[config.mk]
export PLATFORM = sky130hd
export DESIGN_NAME = lpw_link_power
export DESIGN_NICKNAME = d
export VERILOG_FILES = /design/src/include/lpw_pkg.sv /design/src/rtl/lpw_link_power.sv /design/src/rtl/lpw_low_timer.sv
export SDC_FILE = /design/constraint.sdc
export NUM_CORES = 1
export LEC_CHECK = 0
export ABC_AREA = 1
export BUFFER_PORTS_ARGS = -buffer_cell sky130_fd_sc_hd__buf_2
export CORE_MARGIN = 1.5
export CORE_UTILIZATION = 45
export DETAILED_ROUTE_END_ITERATION = 6
export GPL_TIMING_DRIVEN = 0
export PLACE_DENSITY = 0.66
export SLEW_MARGIN = 20
export SYNTH_ARGS = -nofsm -noshare
export SYNTH_HDL_FRONTEND = slang
export SYNTH_SLANG_ARGS = --single-unit
[constraint.sdc]
create_clock -name ref_clk -period 2.2 [get_ports ref_clk]
set_clock_uncertainty 0.15 [all_clocks]
set_input_delay 0.33 -clock ref_clk [delete_from_list [all_inputs] [get_ports ref_clk]]
set_output_delay 0.33 -clock ref_clk [all_outputs]
set_load 0.02 [all_outputs]
[src/include/lpw_pkg.sv]
// Package: constants and types for the link power and wake control block
package lpw_pkg;

    // Reference clock in kHz, 25 MHz
    localparam int CLK_KHZ           = 25000;
    // Times in nanoseconds as printed
    localparam int RESET_TIME_NS     = 2600;
    localparam int DISABLE_TIME_NS   = 26000;
    localparam int WAKE_TIME_NS      = 167000;
    // Longest times round down to whole cycles, with no lower limit of one cycle
    localparam int RESET_CYCLES      = (RESET_TIME_NS * (CLK_KHZ / 1000))
                                       / 1000;
    localparam int DISABLE_CYCLES    = (DISABLE_TIME_NS * (CLK_KHZ / 1000))
                                       / 1000;
    localparam int WAKE_CYCLES       = (WAKE_TIME_NS * (CLK_KHZ / 1000))
                                       / 1000;
    // Half period of the wake square wave, in cycles
    localparam int WAKE_HALF_CYCLES  = 4;
    // Highest power class that gets the power-up wake pulse
    localparam logic [2:0] WAKE_MAX_CLASS = 3'h4;
    // Width of the parallel data lines
    localparam int DATA_W            = 8;
    // Reset values
    localparam logic       CONTENDER_RST = 1'b0;
    localparam logic [2:0] CLASS_RST     = 3'h0;

    typedef enum logic [2:0] {
        LPW_ACTIVE   = 3'b001,
        LPW_RESET    = 3'b010,
        LPW_DISABLED = 3'b100
    } lpw_state_type;

    // Wake-up events from the packet and interrupt logic
    typedef struct packed {
        logic link_on_pkt;
        logic port_change;
        logic bus_reset;
        logic power_up;
    } lpw_event_type;

    // Interface outputs toward the link controller
    typedef struct packed {
        logic              ctl_a;
        logic              ctl_b;
        logic [DATA_W-1:0] data;
    } lpw_link_out_type;

endpackage : lpw_pkg

[src/rtl/lpw_link_power.sv]
// Link power-sense monitor, interface state and link-wake generator
`timescale 1ns/1ps
module lpw_link_power #(
    parameter int WAKE_CNT = lpw_pkg::WAKE_CYCLES
) (
    input  wire logic                      ref_clk,
    input  wire logic                      reset_n,
    input  wire logic                      clk_en,
    input  wire logic                      link_power_sense,
    input  wire logic                      link_control_bit,
    input  wire logic                      port_change_irq_enable,
    input  wire logic                      link_request_in,
    input  wire lpw_pkg::lpw_event_type    events,
    input  wire lpw_pkg::lpw_link_out_type link_out_core,
    input  wire logic                      contender_wr,
    input  wire logic                      contender_wdata,
    input  wire logic                      power_class_pin_a,
    input  wire logic                      power_class_pin_b,
    input  wire logic                      power_class_pin_c,
    output lpw_pkg::lpw_link_out_type      link_out,
    output logic                           link_request_core,
    output logic                           phy_clk_enable,
    output logic                           repeater_enable,
    output logic                           bus_reset_req,
    output logic                           link_active,
    output logic                           link_wake_out,
    output logic                           contender,
    output logic [2:0]                     power_class,
    output lpw_pkg::lpw_state_type         if_state
);
    import lpw_pkg::*;

    localparam int WCW = $clog2(WAKE_CNT + 2);
    localparam int HCW = $clog2(WAKE_HALF_CYCLES + 1);

    ////////////////////////////////////////////////////////////////////////
    // Reset release and input synchronisers
    logic rst_meta;
    logic rst_n;
    always_ff @(posedge ref_clk or negedge reset_n) begin
        if (!reset_n) begin
            rst_meta <= 1'b0;
            rst_n    <= 1'b0;
        end else begin
            rst_meta <= 1'b1;
            rst_n    <= rst_meta;
        end
    end

    logic [3:0] pin_meta;
    logic [3:0] pin_sync;
    always_ff @(posedge ref_clk or negedge rst_n) begin
        if (!rst_n) begin
            pin_meta <= 4'h0;
            pin_sync <= 4'h0;
        end else if (clk_en) begin
            pin_meta <= {power_class_pin_c, power_class_pin_b,
                         power_class_pin_a, link_power_sense};
            pin_sync <= pin_meta;
        end
    end
    wire sense_s = pin_sync[0];

    ////////////////////////////////////////////////////////////////////////
    // Low-time measurement and interface state
    logic over_reset;
    logic over_disable;
    lpw_low_timer u_timer (
        .ref_clk      (ref_clk),
        .rst_n        (rst_n),
        .clk_en       (clk_en),
        .sense        (sense_s),
        .over_reset   (over_reset),
        .over_disable (over_disable)
    );

    wire sense_active = !over_reset;

    lpw_state_type state;
    lpw_state_type next_state;
    always_comb begin
        next_state = state;
        case (state)
            LPW_ACTIVE: begin
                if (over_disable) next_state = LPW_DISABLED;
                else if (over_reset) next_state = LPW_RESET;
            end
            LPW_RESET: begin
                if (over_disable) next_state = LPW_DISABLED;
                else if (sense_active) next_state = LPW_ACTIVE;
            end
            LPW_DISABLED: begin
                if (sense_active) next_state = LPW_ACTIVE;
            end
            default: next_state = LPW_RESET;
        endcase
    end

    // Disabled state on the way out raises a one-cycle bus reset
    wire next_bus_reset = clk_en && (state == LPW_DISABLED) &&
                          sense_active;

    always_ff @(posedge ref_clk or negedge rst_n) begin
        if (!rst_n) begin
            state         <= LPW_RESET;
            bus_reset_req <= 1'b0;
        end else begin
            bus_reset_req <= next_bus_reset;
            if (clk_en) state <= next_state;
        end
    end
    assign if_state = state;

    wire if_up = (state == LPW_ACTIVE);
    always_ff @(posedge ref_clk or negedge rst_n) begin
        if (!rst_n) begin
            link_out <= '0;
        end else if (clk_en) begin
            link_out <= if_up ? link_out_core : '0;
        end
    end
    assign link_request_core = if_up & link_request_in;
    assign phy_clk_enable    = (state != LPW_DISABLED);
    assign repeater_enable   = 1'b1;
    assign link_active       = sense_active & link_control_bit;

    ////////////////////////////////////////////////////////////////////////
    // Configuration bits
    // Straps taken once the synchroniser holds a real pin sample
    logic [1:0] class_wait;
    wire        class_sample = (class_wait == 2'h2);
    always_ff @(posedge ref_clk or negedge rst_n) begin
        if (!rst_n) begin
            contender   <= CONTENDER_RST;
            power_class <= CLASS_RST;
            class_wait  <= 2'h0;
        end else if (clk_en) begin
            if (contender_wr) contender <= contender_wdata;
            if (class_wait != 2'h3) class_wait <= class_wait + 2'h1;
            if (class_sample) power_class <= pin_sync[3:1];
        end
    end

    ////////////////////////////////////////////////////////////////////////
    // Link-wake request and square wave
    logic          wake_req;
    logic          irq_pend;
    logic          pwr_wake;
    logic [WCW-1:0] pwr_cnt;
    logic [HCW-1:0] half_cnt;

    wire irq_wake  = events.port_change & port_change_irq_enable &
                     !sense_active;
    wire pkt_wake  = events.link_on_pkt & !link_active;
    wire pwr_done  = (pwr_cnt == WCW'(WAKE_CNT));
    wire half_end  = (half_cnt == HCW'(WAKE_HALF_CYCLES - 1));
    wire wake_on   = wake_req | pwr_wake;

    always_ff @(posedge ref_clk or negedge rst_n) begin
        if (!rst_n) begin
            wake_req <= 1'b0;
            irq_pend <= 1'b0;
        end else if (clk_en) begin
            if (link_active) begin
                wake_req <= 1'b0;
                irq_pend <= 1'b0;
            end else if (pkt_wake || irq_wake) begin
                wake_req <= 1'b1;
                irq_pend <= irq_pend | irq_wake;
            end else if (events.bus_reset) begin
                wake_req <= irq_pend;
            end
        end
    end

    always_ff @(posedge ref_clk or negedge rst_n) begin
        if (!rst_n) begin
            pwr_wake <= 1'b0;
            pwr_cnt  <= '0;
        end else if (clk_en) begin
            if (events.power_up && power_class <= WAKE_MAX_CLASS) begin
                pwr_wake <= 1'b1;
                pwr_cnt  <= '0;
            end else if (pwr_wake) begin
                pwr_cnt <= pwr_cnt + WCW'(1);
                if (pwr_done || link_active) pwr_wake <= 1'b0;
            end
        end
    end

    always_ff @(posedge ref_clk or negedge rst_n) begin
        if (!rst_n) begin
            half_cnt      <= '0;
            link_wake_out <= 1'b0;
        end else if (clk_en) begin
            if (!wake_on) begin
                half_cnt      <= '0;
                link_wake_out <= 1'b0;
            end else if (half_end) begin
                half_cnt      <= '0;
                link_wake_out <= !link_wake_out;
            end else begin
                half_cnt <= half_cnt + HCW'(1);
            end
        end
    end

    ////////////////////////////////////////////////////////////////////////
    // Checks
    chk_reset_lines_zero: assert property (@(posedge ref_clk)
        disable iff (!rst_n)
        clk_en && state != LPW_ACTIVE |=> link_out == '0)
        else $error("link lines not zero outside active state");
    chk_request_ignored: assert property (@(posedge ref_clk)
        disable iff (!rst_n)
        state != LPW_ACTIVE |-> !link_request_core)
        else $error("link request passed while interface down");
    chk_clock_stopped: assert property (@(posedge ref_clk)
        disable iff (!rst_n)
        clk_en && over_disable |=> !phy_clk_enable)
        else $error("phy clock enable wrong for state");
    chk_disable_entry: assert property (@(posedge ref_clk)
        disable iff (!rst_n)
        clk_en && over_disable |=> state == LPW_DISABLED)
        else $error("disabled state not entered");
    chk_bus_reset_exit: assert property (@(posedge ref_clk)
        disable iff (!rst_n)
        clk_en && state == LPW_DISABLED && sense_active
        |=> bus_reset_req && state == LPW_ACTIVE)
        else $error("no bus reset on leaving disabled state");
    chk_link_active_and: assert property (@(posedge ref_clk)
        disable iff (!rst_n)
        link_active |-> sense_active && link_control_bit)
        else $error("link active without sense and control bit");
    chk_wake_square: assert property (@(posedge ref_clk)
        disable iff (!rst_n)
        clk_en && wake_on && half_end |=> $changed(link_wake_out))
        else $error("wake output did not toggle");
    chk_wake_stop: assert property (@(posedge ref_clk)
        disable iff (!rst_n)
        clk_en && link_active |=> !wake_req)
        else $error("wake kept after link became active");
    chk_wake_start: assert property (@(posedge ref_clk)
        disable iff (!rst_n)
        clk_en && pkt_wake |=> wake_req)
        else $error("wake not raised on link-on packet");
    chk_power_wake_len: assert property (@(posedge ref_clk)
        disable iff (!rst_n)
        pwr_wake && clk_en |-> pwr_cnt <= WCW'(WAKE_CNT))
        else $error("power-up wake overran its time");

    cov_disable_return: cover property (@(posedge ref_clk)
        disable iff (!rst_n) bus_reset_req);
    cov_wake_toggle: cover property (@(posedge ref_clk)
        disable iff (!rst_n) $rose(link_wake_out));
    cov_reset_state: cover property (@(posedge ref_clk)
        disable iff (!rst_n) state == LPW_RESET ##1 state == LPW_ACTIVE);
endmodule : lpw_link_power

[src/rtl/lpw_low_timer.sv]
// Low-time counter for the sampled link power-sense level
`timescale 1ns/1ps
module lpw_low_timer #(
    parameter int RESET_CNT   = lpw_pkg::RESET_CYCLES,
    parameter int DISABLE_CNT = lpw_pkg::DISABLE_CYCLES,
    parameter int CW          = $clog2(DISABLE_CNT + 2)
) (
    input  wire logic ref_clk,
    input  wire logic rst_n,
    input  wire logic clk_en,
    input  wire logic sense,
    output logic      over_reset,
    output logic      over_disable
);
    import lpw_pkg::*;

    logic [CW-1:0] count;
    wire           at_top = (count == CW'(DISABLE_CNT + 1));

    // Restart on every high sample, saturate past the disable limit
    always_ff @(posedge ref_clk or negedge rst_n) begin
        if (!rst_n) begin
            count <= '0;
        end else if (clk_en) begin
            if (sense) begin
                count <= '0;
            end else if (!at_top) begin
                count <= count + CW'(1);
            end
        end
    end

    assign over_reset   = (count > CW'(RESET_CNT));
    assign over_disable = (count > CW'(DISABLE_CNT));

    chk_low_restart: assert property (@(posedge ref_clk) disable iff (!rst_n)
        clk_en && sense |=> !over_reset)
        else $error("low timer not restarted by high sense");
endmodule : lpw_low_timer

# --- Word-level counts from Yosys, hierarchy flattened ---
# Cells that the tools add are included.
totals:
  regBits: 60
  inputBits: 26
  output_inout_bits: 23
op_classes:
  add_sub_neg: 4
  order_cmp: 3
  eq_ne: 12
  n_mux: 22
  bitwise: 7
  n_reduce_logical: 20
ops:
  columns: ["cell", "n"]
  rows:
  - ["$mux W10", 3]
  - ["$mux W13", 2]
  - ["$mux W3", 6]
  - ["$reduce_and A2 Y1", 9]
  - ["$add A13 B1 Y13 const B", 1]
  - ["$eq A13 B13 Y1 const B", 1]
  - ["$add A10 B1 Y10 const B", 1]
  - ["$eq A10 B10 Y1 const B", 1]
  - ["$gt A10 B10 Y1 const B", 1]
  - ["$gt A10 B7 Y1 const B", 1]
  - ["$mux W1", 10]
  - ["$pmux W3 S3", 1]
  - ["$eq A3 B2 Y1 const B", 2]
  - ["$ne A2 B2 Y1 const B", 3]
  - ["$ne A3 B3 Y1 const B", 2]
  - ["$and A1 B1 Y1", 5]
  - ["$reduce_bool A2 Y1", 2]
  - ["$add A3 B1 Y3 const B", 1]
  - ["$eq A3 B1 Y1 const B", 1]
  - ["$eq A3 B3 Y1 const B", 1]
  - ["$le A3 B3 Y1 const B", 1]
  - ["$logic_and A1 B1 Y1", 3]
  - ["$logic_not A1 Y1", 3]
  - ["$reduce_bool A3 Y1", 1]
  - ["4 further kinds", 6]

# --- Longest topological paths before layout ---
depth:
  ltp_word: 8
  mapped_depth: 12
  depth_no_buf: 12

# --- Modules after synthesis ---
# Synthesis repeated with hierarchy kept, for this count alone.
unflattened:
  hier_cells: 409
  area_unflattened_um2: 3181.8
by_module_without_submodules:
  columns: ["module", "n_inst", "cells_per_inst", "area_per_inst_um2", "seq_area_each_um2"]
  rows:
  - ["lpw_link_power", 1, 296, 2407.3, 1252.5]
  - ["lpw_low_timer", 1, 113, 774.5, 250.2]

# --- Least setup slack after synthesis ---
# No wires, ideal clock.
synth_timing:
  kind: "reg2out"
  from: "reg u_timer.count[0]"
  to: "out link_active"
  arrival_time_ns: 1.189
  path_slack_ns: 0.531
  stages_incl_launch_ff: 9
  path_buffers: 0
  cell_sequence: "dfrtp_1 > inv_1 > ha_1 > inv_1 > nand2_1 > nand3_1 > nand2_2 > nand3_2 > inv_1"
synth_via:
  elab_chain_len: 3
synth_rtl:
  columns: ["element", "line_no", "rtl"]
  rows:
  - ["start: declaration", "lpw_low_timer.sv:17", "logic [CW-1:0] count;"]
  - ["start signal: assignment", "lpw_low_timer.sv:28", "count <= count + CW'(1);"]
  - ["$gt A10 B7 Y1", "lpw_low_timer.sv:33", "assign over_reset = (count > CW'(RESET_CNT));"]
  - ["$logic_not A1 Y1", "lpw_link_power.sv:77", "wire sense_active = !over_reset;"]
  - ["$and A1 B1 Y1", "lpw_link_power.sv:125", "assign link_active = sense_active & link_control_bit;"]
  - ["end: declaration", "lpw_link_power.sv:25", "output logic link_active,"]
# Every way passes these cells.

# --- Worst setup path after layout ---
# Ends and elaborated chain as after synthesis.

==> results.py <==
metrics = {
    "yosys": {
        "synth_mux_area_share_pct": 0,
        "synth_top_family_by_area": "simple AND/OR/NAND/NOR gates",
        "seq_area_frac_synth_pct": 48.3,
        "synth-xor-area-share_pct": 1.41,
        "synth.top_cell.area_share_pct": 47.4,
        "synth.cell_area_um2": 3110,
        "ys_ff_latch": 60,
        "synth_simple_gate_area_share_pct": 30.2,
        "yosysWarnings": 0,
        "yosysUniqueCellTypes": 32,
        "yosys.area.top_type": "dfrtp_1",
        "synth_compound_area_share_pct": 9.57,
        "synth_area_leaders": "dfrtp_1, nand2_1, o21ai_0, nand3_1, inv_1",
        "syn-mean-instance-area_um2": 7.74,
        "synthCells": 402,
        "synthAdderAreaFrac_pct": 3.22,
    },
    "place": {
        "numPortBuffers": 47,
        "placed_area_um2": 3480,
        "dpl.hpwl_um": 4940,
        "gp_congestion": 0.877,
    },
    "setup_path": {
        "endpoint": "link_active",
        "cp_data_arrival_time_ns": 1.62,
        "critPathLaunch": "u_timer.count[0]",
        "reg2reg_slack_ns": 0.33,
        "endpoint_kind": "output port",
        "critPathKind": "flip-flop to output port",
        "r2r-end": "wake_req",
        "timing.rr.start": "u_timer.count[0]",
        "startpoint_type": "flip-flop",
        "ff2ff_path_depth": 13,
        "path_max_fanout": 6,
        "worst_ep_required_time_ns": 1.72,
    },
    "cells_and_area": {
        "final_util_pct": 54.9,
        "nets": 498,
        "antenna_cells": 0,
        "fin_area_um2": 3710,
        "drive_gt1_share_pct": 19.4,
        "area_growth_pct": 19.3,
    },
    "status": {
        "status": "finished clean",
    },
    "pwr": {
        "ir_worst_vdd_uv": 547,
        "p_per_area_nw_per_um2": 887,
        "p_seq_share_pct": 44.6,
        "clkPwrFrac_pct": 29.1,
        "switching_share_pct": 35.2,
        "power_leakage_nw": 1.88,
        "p_sw_mw": 1.16,
        "intPower_mw": 2.13,
        "combPwrFrac_pct": 26.3,
    },
    "clocking": {
        "cts.sinks": 60,
        "cts_buffer_depth": 2,
        "root_buffer": "clkbuf_8",
        "cts_max_level": 3,
        "clk_pin_slew_ns": 0.07,
        "clkLatencyLatePin_ns": 0.33,
        "numCtsBuffers": 9,
        "cts_tree": "done",
    },
    "detailed_routing": {
        "drt_pass1_iterations": 4,
        "vias": 2782,
        "avgRoutedWirePerCell_um": 12.3,
        "wl_um": 6770,
        "drt_iter0_markers": 168,
        "ant_nets": 0,
        "drc": 0,
        "via_per_inst": 5.07,
    },
    "global_route": {
        "antenna_found_initial": 0,
        "overflow": 0,
        "grt_max_degree": 48,
        "grt_pass1_wl_um": 11900,
        "first_global_vias": 2694,
        "grt_usage_pct": 20.5,
    },
    "die": {
        "boundaryPins": 49,
        "start_util_pct": 46.1,
        "core-area_um2": 6760,
        "rows": 30,
        "die_area_um2": 7420,
        "die_h_um": 86.2,
        "die_w_um": 86.2,
    },
    "timing": {
        "hold_violations": 0,
        "fin_crit_ns": 2.10,
        "fin_crit_sh_pct": 95.2,
        "drv_slew": 0,
        "finalSetupViolCount": 0,
        "tns_ns": 0,
        "max_freq_mhz": 477,
    },
    "job": {
        "maxCapViolations": 0,
    },
    "worst_hold_path": {
        "hold_path.class": "flip-flop to async pin",
    },
}
-- critical path: stages (launching register included) --
cell and delay (ns):
dfrtp_2 0.45, inv_2 0.10, ha_1 0.15, inv_1 0.04, nand2_1 0.05, nand3_1 0.08, nand2_2 0.11, nand3_4 0.12
inv_2 0.08, buf_6 0.11
-- flip-flops by register name, summed over array words and instances, names as in the netlist --
signal / flops
pwr_cnt: 13
link_out: 10
u_timer.count: 10
pin_meta: 4
pin_sync: 4
half_cnt: 3
if_state: 3
power_class: 3
class_wait: 2
bus_reset_req: 1
contender: 1
irq_pend: 1
link_wake_out: 1
pwr_wake: 1
rst_meta: 1
rst_n: 1
wake_req: 1
-- worst min path at each step --
stage / from / slack, ns / cells after the start / end
after floorplan: reset_n / -0.12 / 0 / rst_meta
after global placement: reset_n / -0.03 / 1 / rst_meta
after detailed placement: reset_n / -0.03 / 1 / rst_n
after CTS: rst_n / 0.03 / 0 / link_out[6]
after global routing: contender_wr / 0.04 / 2 / contender
final: rst_n / 0.03 / 0 / if_state[2]
-- power groups by stage --
stage / combinational, mW / sequential [mW] / clock, mW
final: 0.865 / 1.47 / 0.958
after global routing: 0.985 / 1.50 / 1.04
after CTS: 0.874 / 1.47 / 0.985
after detailed placement: 0.871 / 1.48 / 0
after global placement: 0.814 / 1.49 / 0
after floorplan: 0.448 / 1.60 / 0
-- cells in the final DEF (no fill, tap or decap), types with 2 or more instances in the layout --
master    synthesis  layout
nand2_1         125     125
dfrtp_1          59      56
buf_2             2      48
inv_1            42      40
o21ai_0          37      37
nand3_1          33      33
nor2_1           19      19
nor3_1           12      12
a21oi_1          10      10
clkbuf_8          0       9
nand4_1           8       8
ha_1              8       8
o21ai_1           7       7
buf_4             4       6
or2_2             5       5
xor2_1            5       5
inv_2             2       4
nand2_2           4       4
clkbuf_1          3       3
nand3b_1          3       3
a31oi_1           2       2
conb_1            1       2
clkinv_2          0       2
clkinv_4          0       2
dfrtp_2           0       2
-- metal layers --
metal | vias to the layer above | share of wire (%) | global-route usage (%) | routed length, µm
li1 | 1420 | - | - | -
met1 | 1294 | 47 | 25.3 | 3160
met2 | 59 | 48 | 34.4 | 3240
met3 | 9 | 4.1 | 4.81 | 278
met4 | 0 | 1.3 | 8.94 | 90
met5 | - | 0 | 0 | 0
-- what timing repair did --
item                                    in CTS  in global routing
endpoints found under the hold margin        2                  0
hold buffers                                 1                  0
endpoints found under the setup margin       1                  2
pin swaps                                    0                  0
gates resized for setup                      3                  4
buffers inserted                             0                  2
-- synthesized netlist by cell type --
master and number:
a21boi_0 1, and2_1 1, nor3_2 1, nand4_1 8, xor2_1 5, clkinv_1 1, inv_2 2, buf_2 2
nor3_1 12, dfrtp_1 59, nand3_1 33, dfstp_2 1, o21ai_1 7, nor2_1 19, nand3b_1 3, inv_1 42
a21oi_1 10, buf_1 1, ha_1 8, nor4_1 1, a31oi_1 2, conb_1 1, buf_4 4, nand2_1 125
or2_2 5, and3_1 1, o21ai_0 37, nand3_2 1, a21o_1 1, nor2_2 1, clkbuf_1 3, nand2_2 4
-- final cells by class --
class / count / area (µm²)
Tap cell: 80 / 100
Multi-Input combinational cell: 288 / 1400
Inverter: 45 / 169
Clock inverter: 6 / 65.1
Sequential cell: 60 / 1510
Timing Repair Buffer: 51 / 294
Fill cell: 620 / 3040
Buffer: 9 / 51.3
Clock buffer: 10 / 128
-- metrics by stage --
step	worst slack, ns	std cells	total power [mW]	hold slack (ns)
after floorplan	0.258	403	2.05	-0.116
after global placement	-0.497	530	2.31	-0.0346
after detailed placement	0.269	531	2.36	-0.0316
after CTS	0.0231	548	3.33	0.0288
after global routing	-0.00392	549	3.52	0.0429
final	0.105	549	3.29	0.0261
-- cell families after synthesis --
kind of cell / after synthesis
AOI/OAI and AO/OA: 58
xor gates and xnor gates: 5
adders and majority gates: 8
buffers and inverters: 55
DFF: 60
other: 1
and+or+nand+nor: 215
No activity file was read; power rests on OpenSTA's default activity.
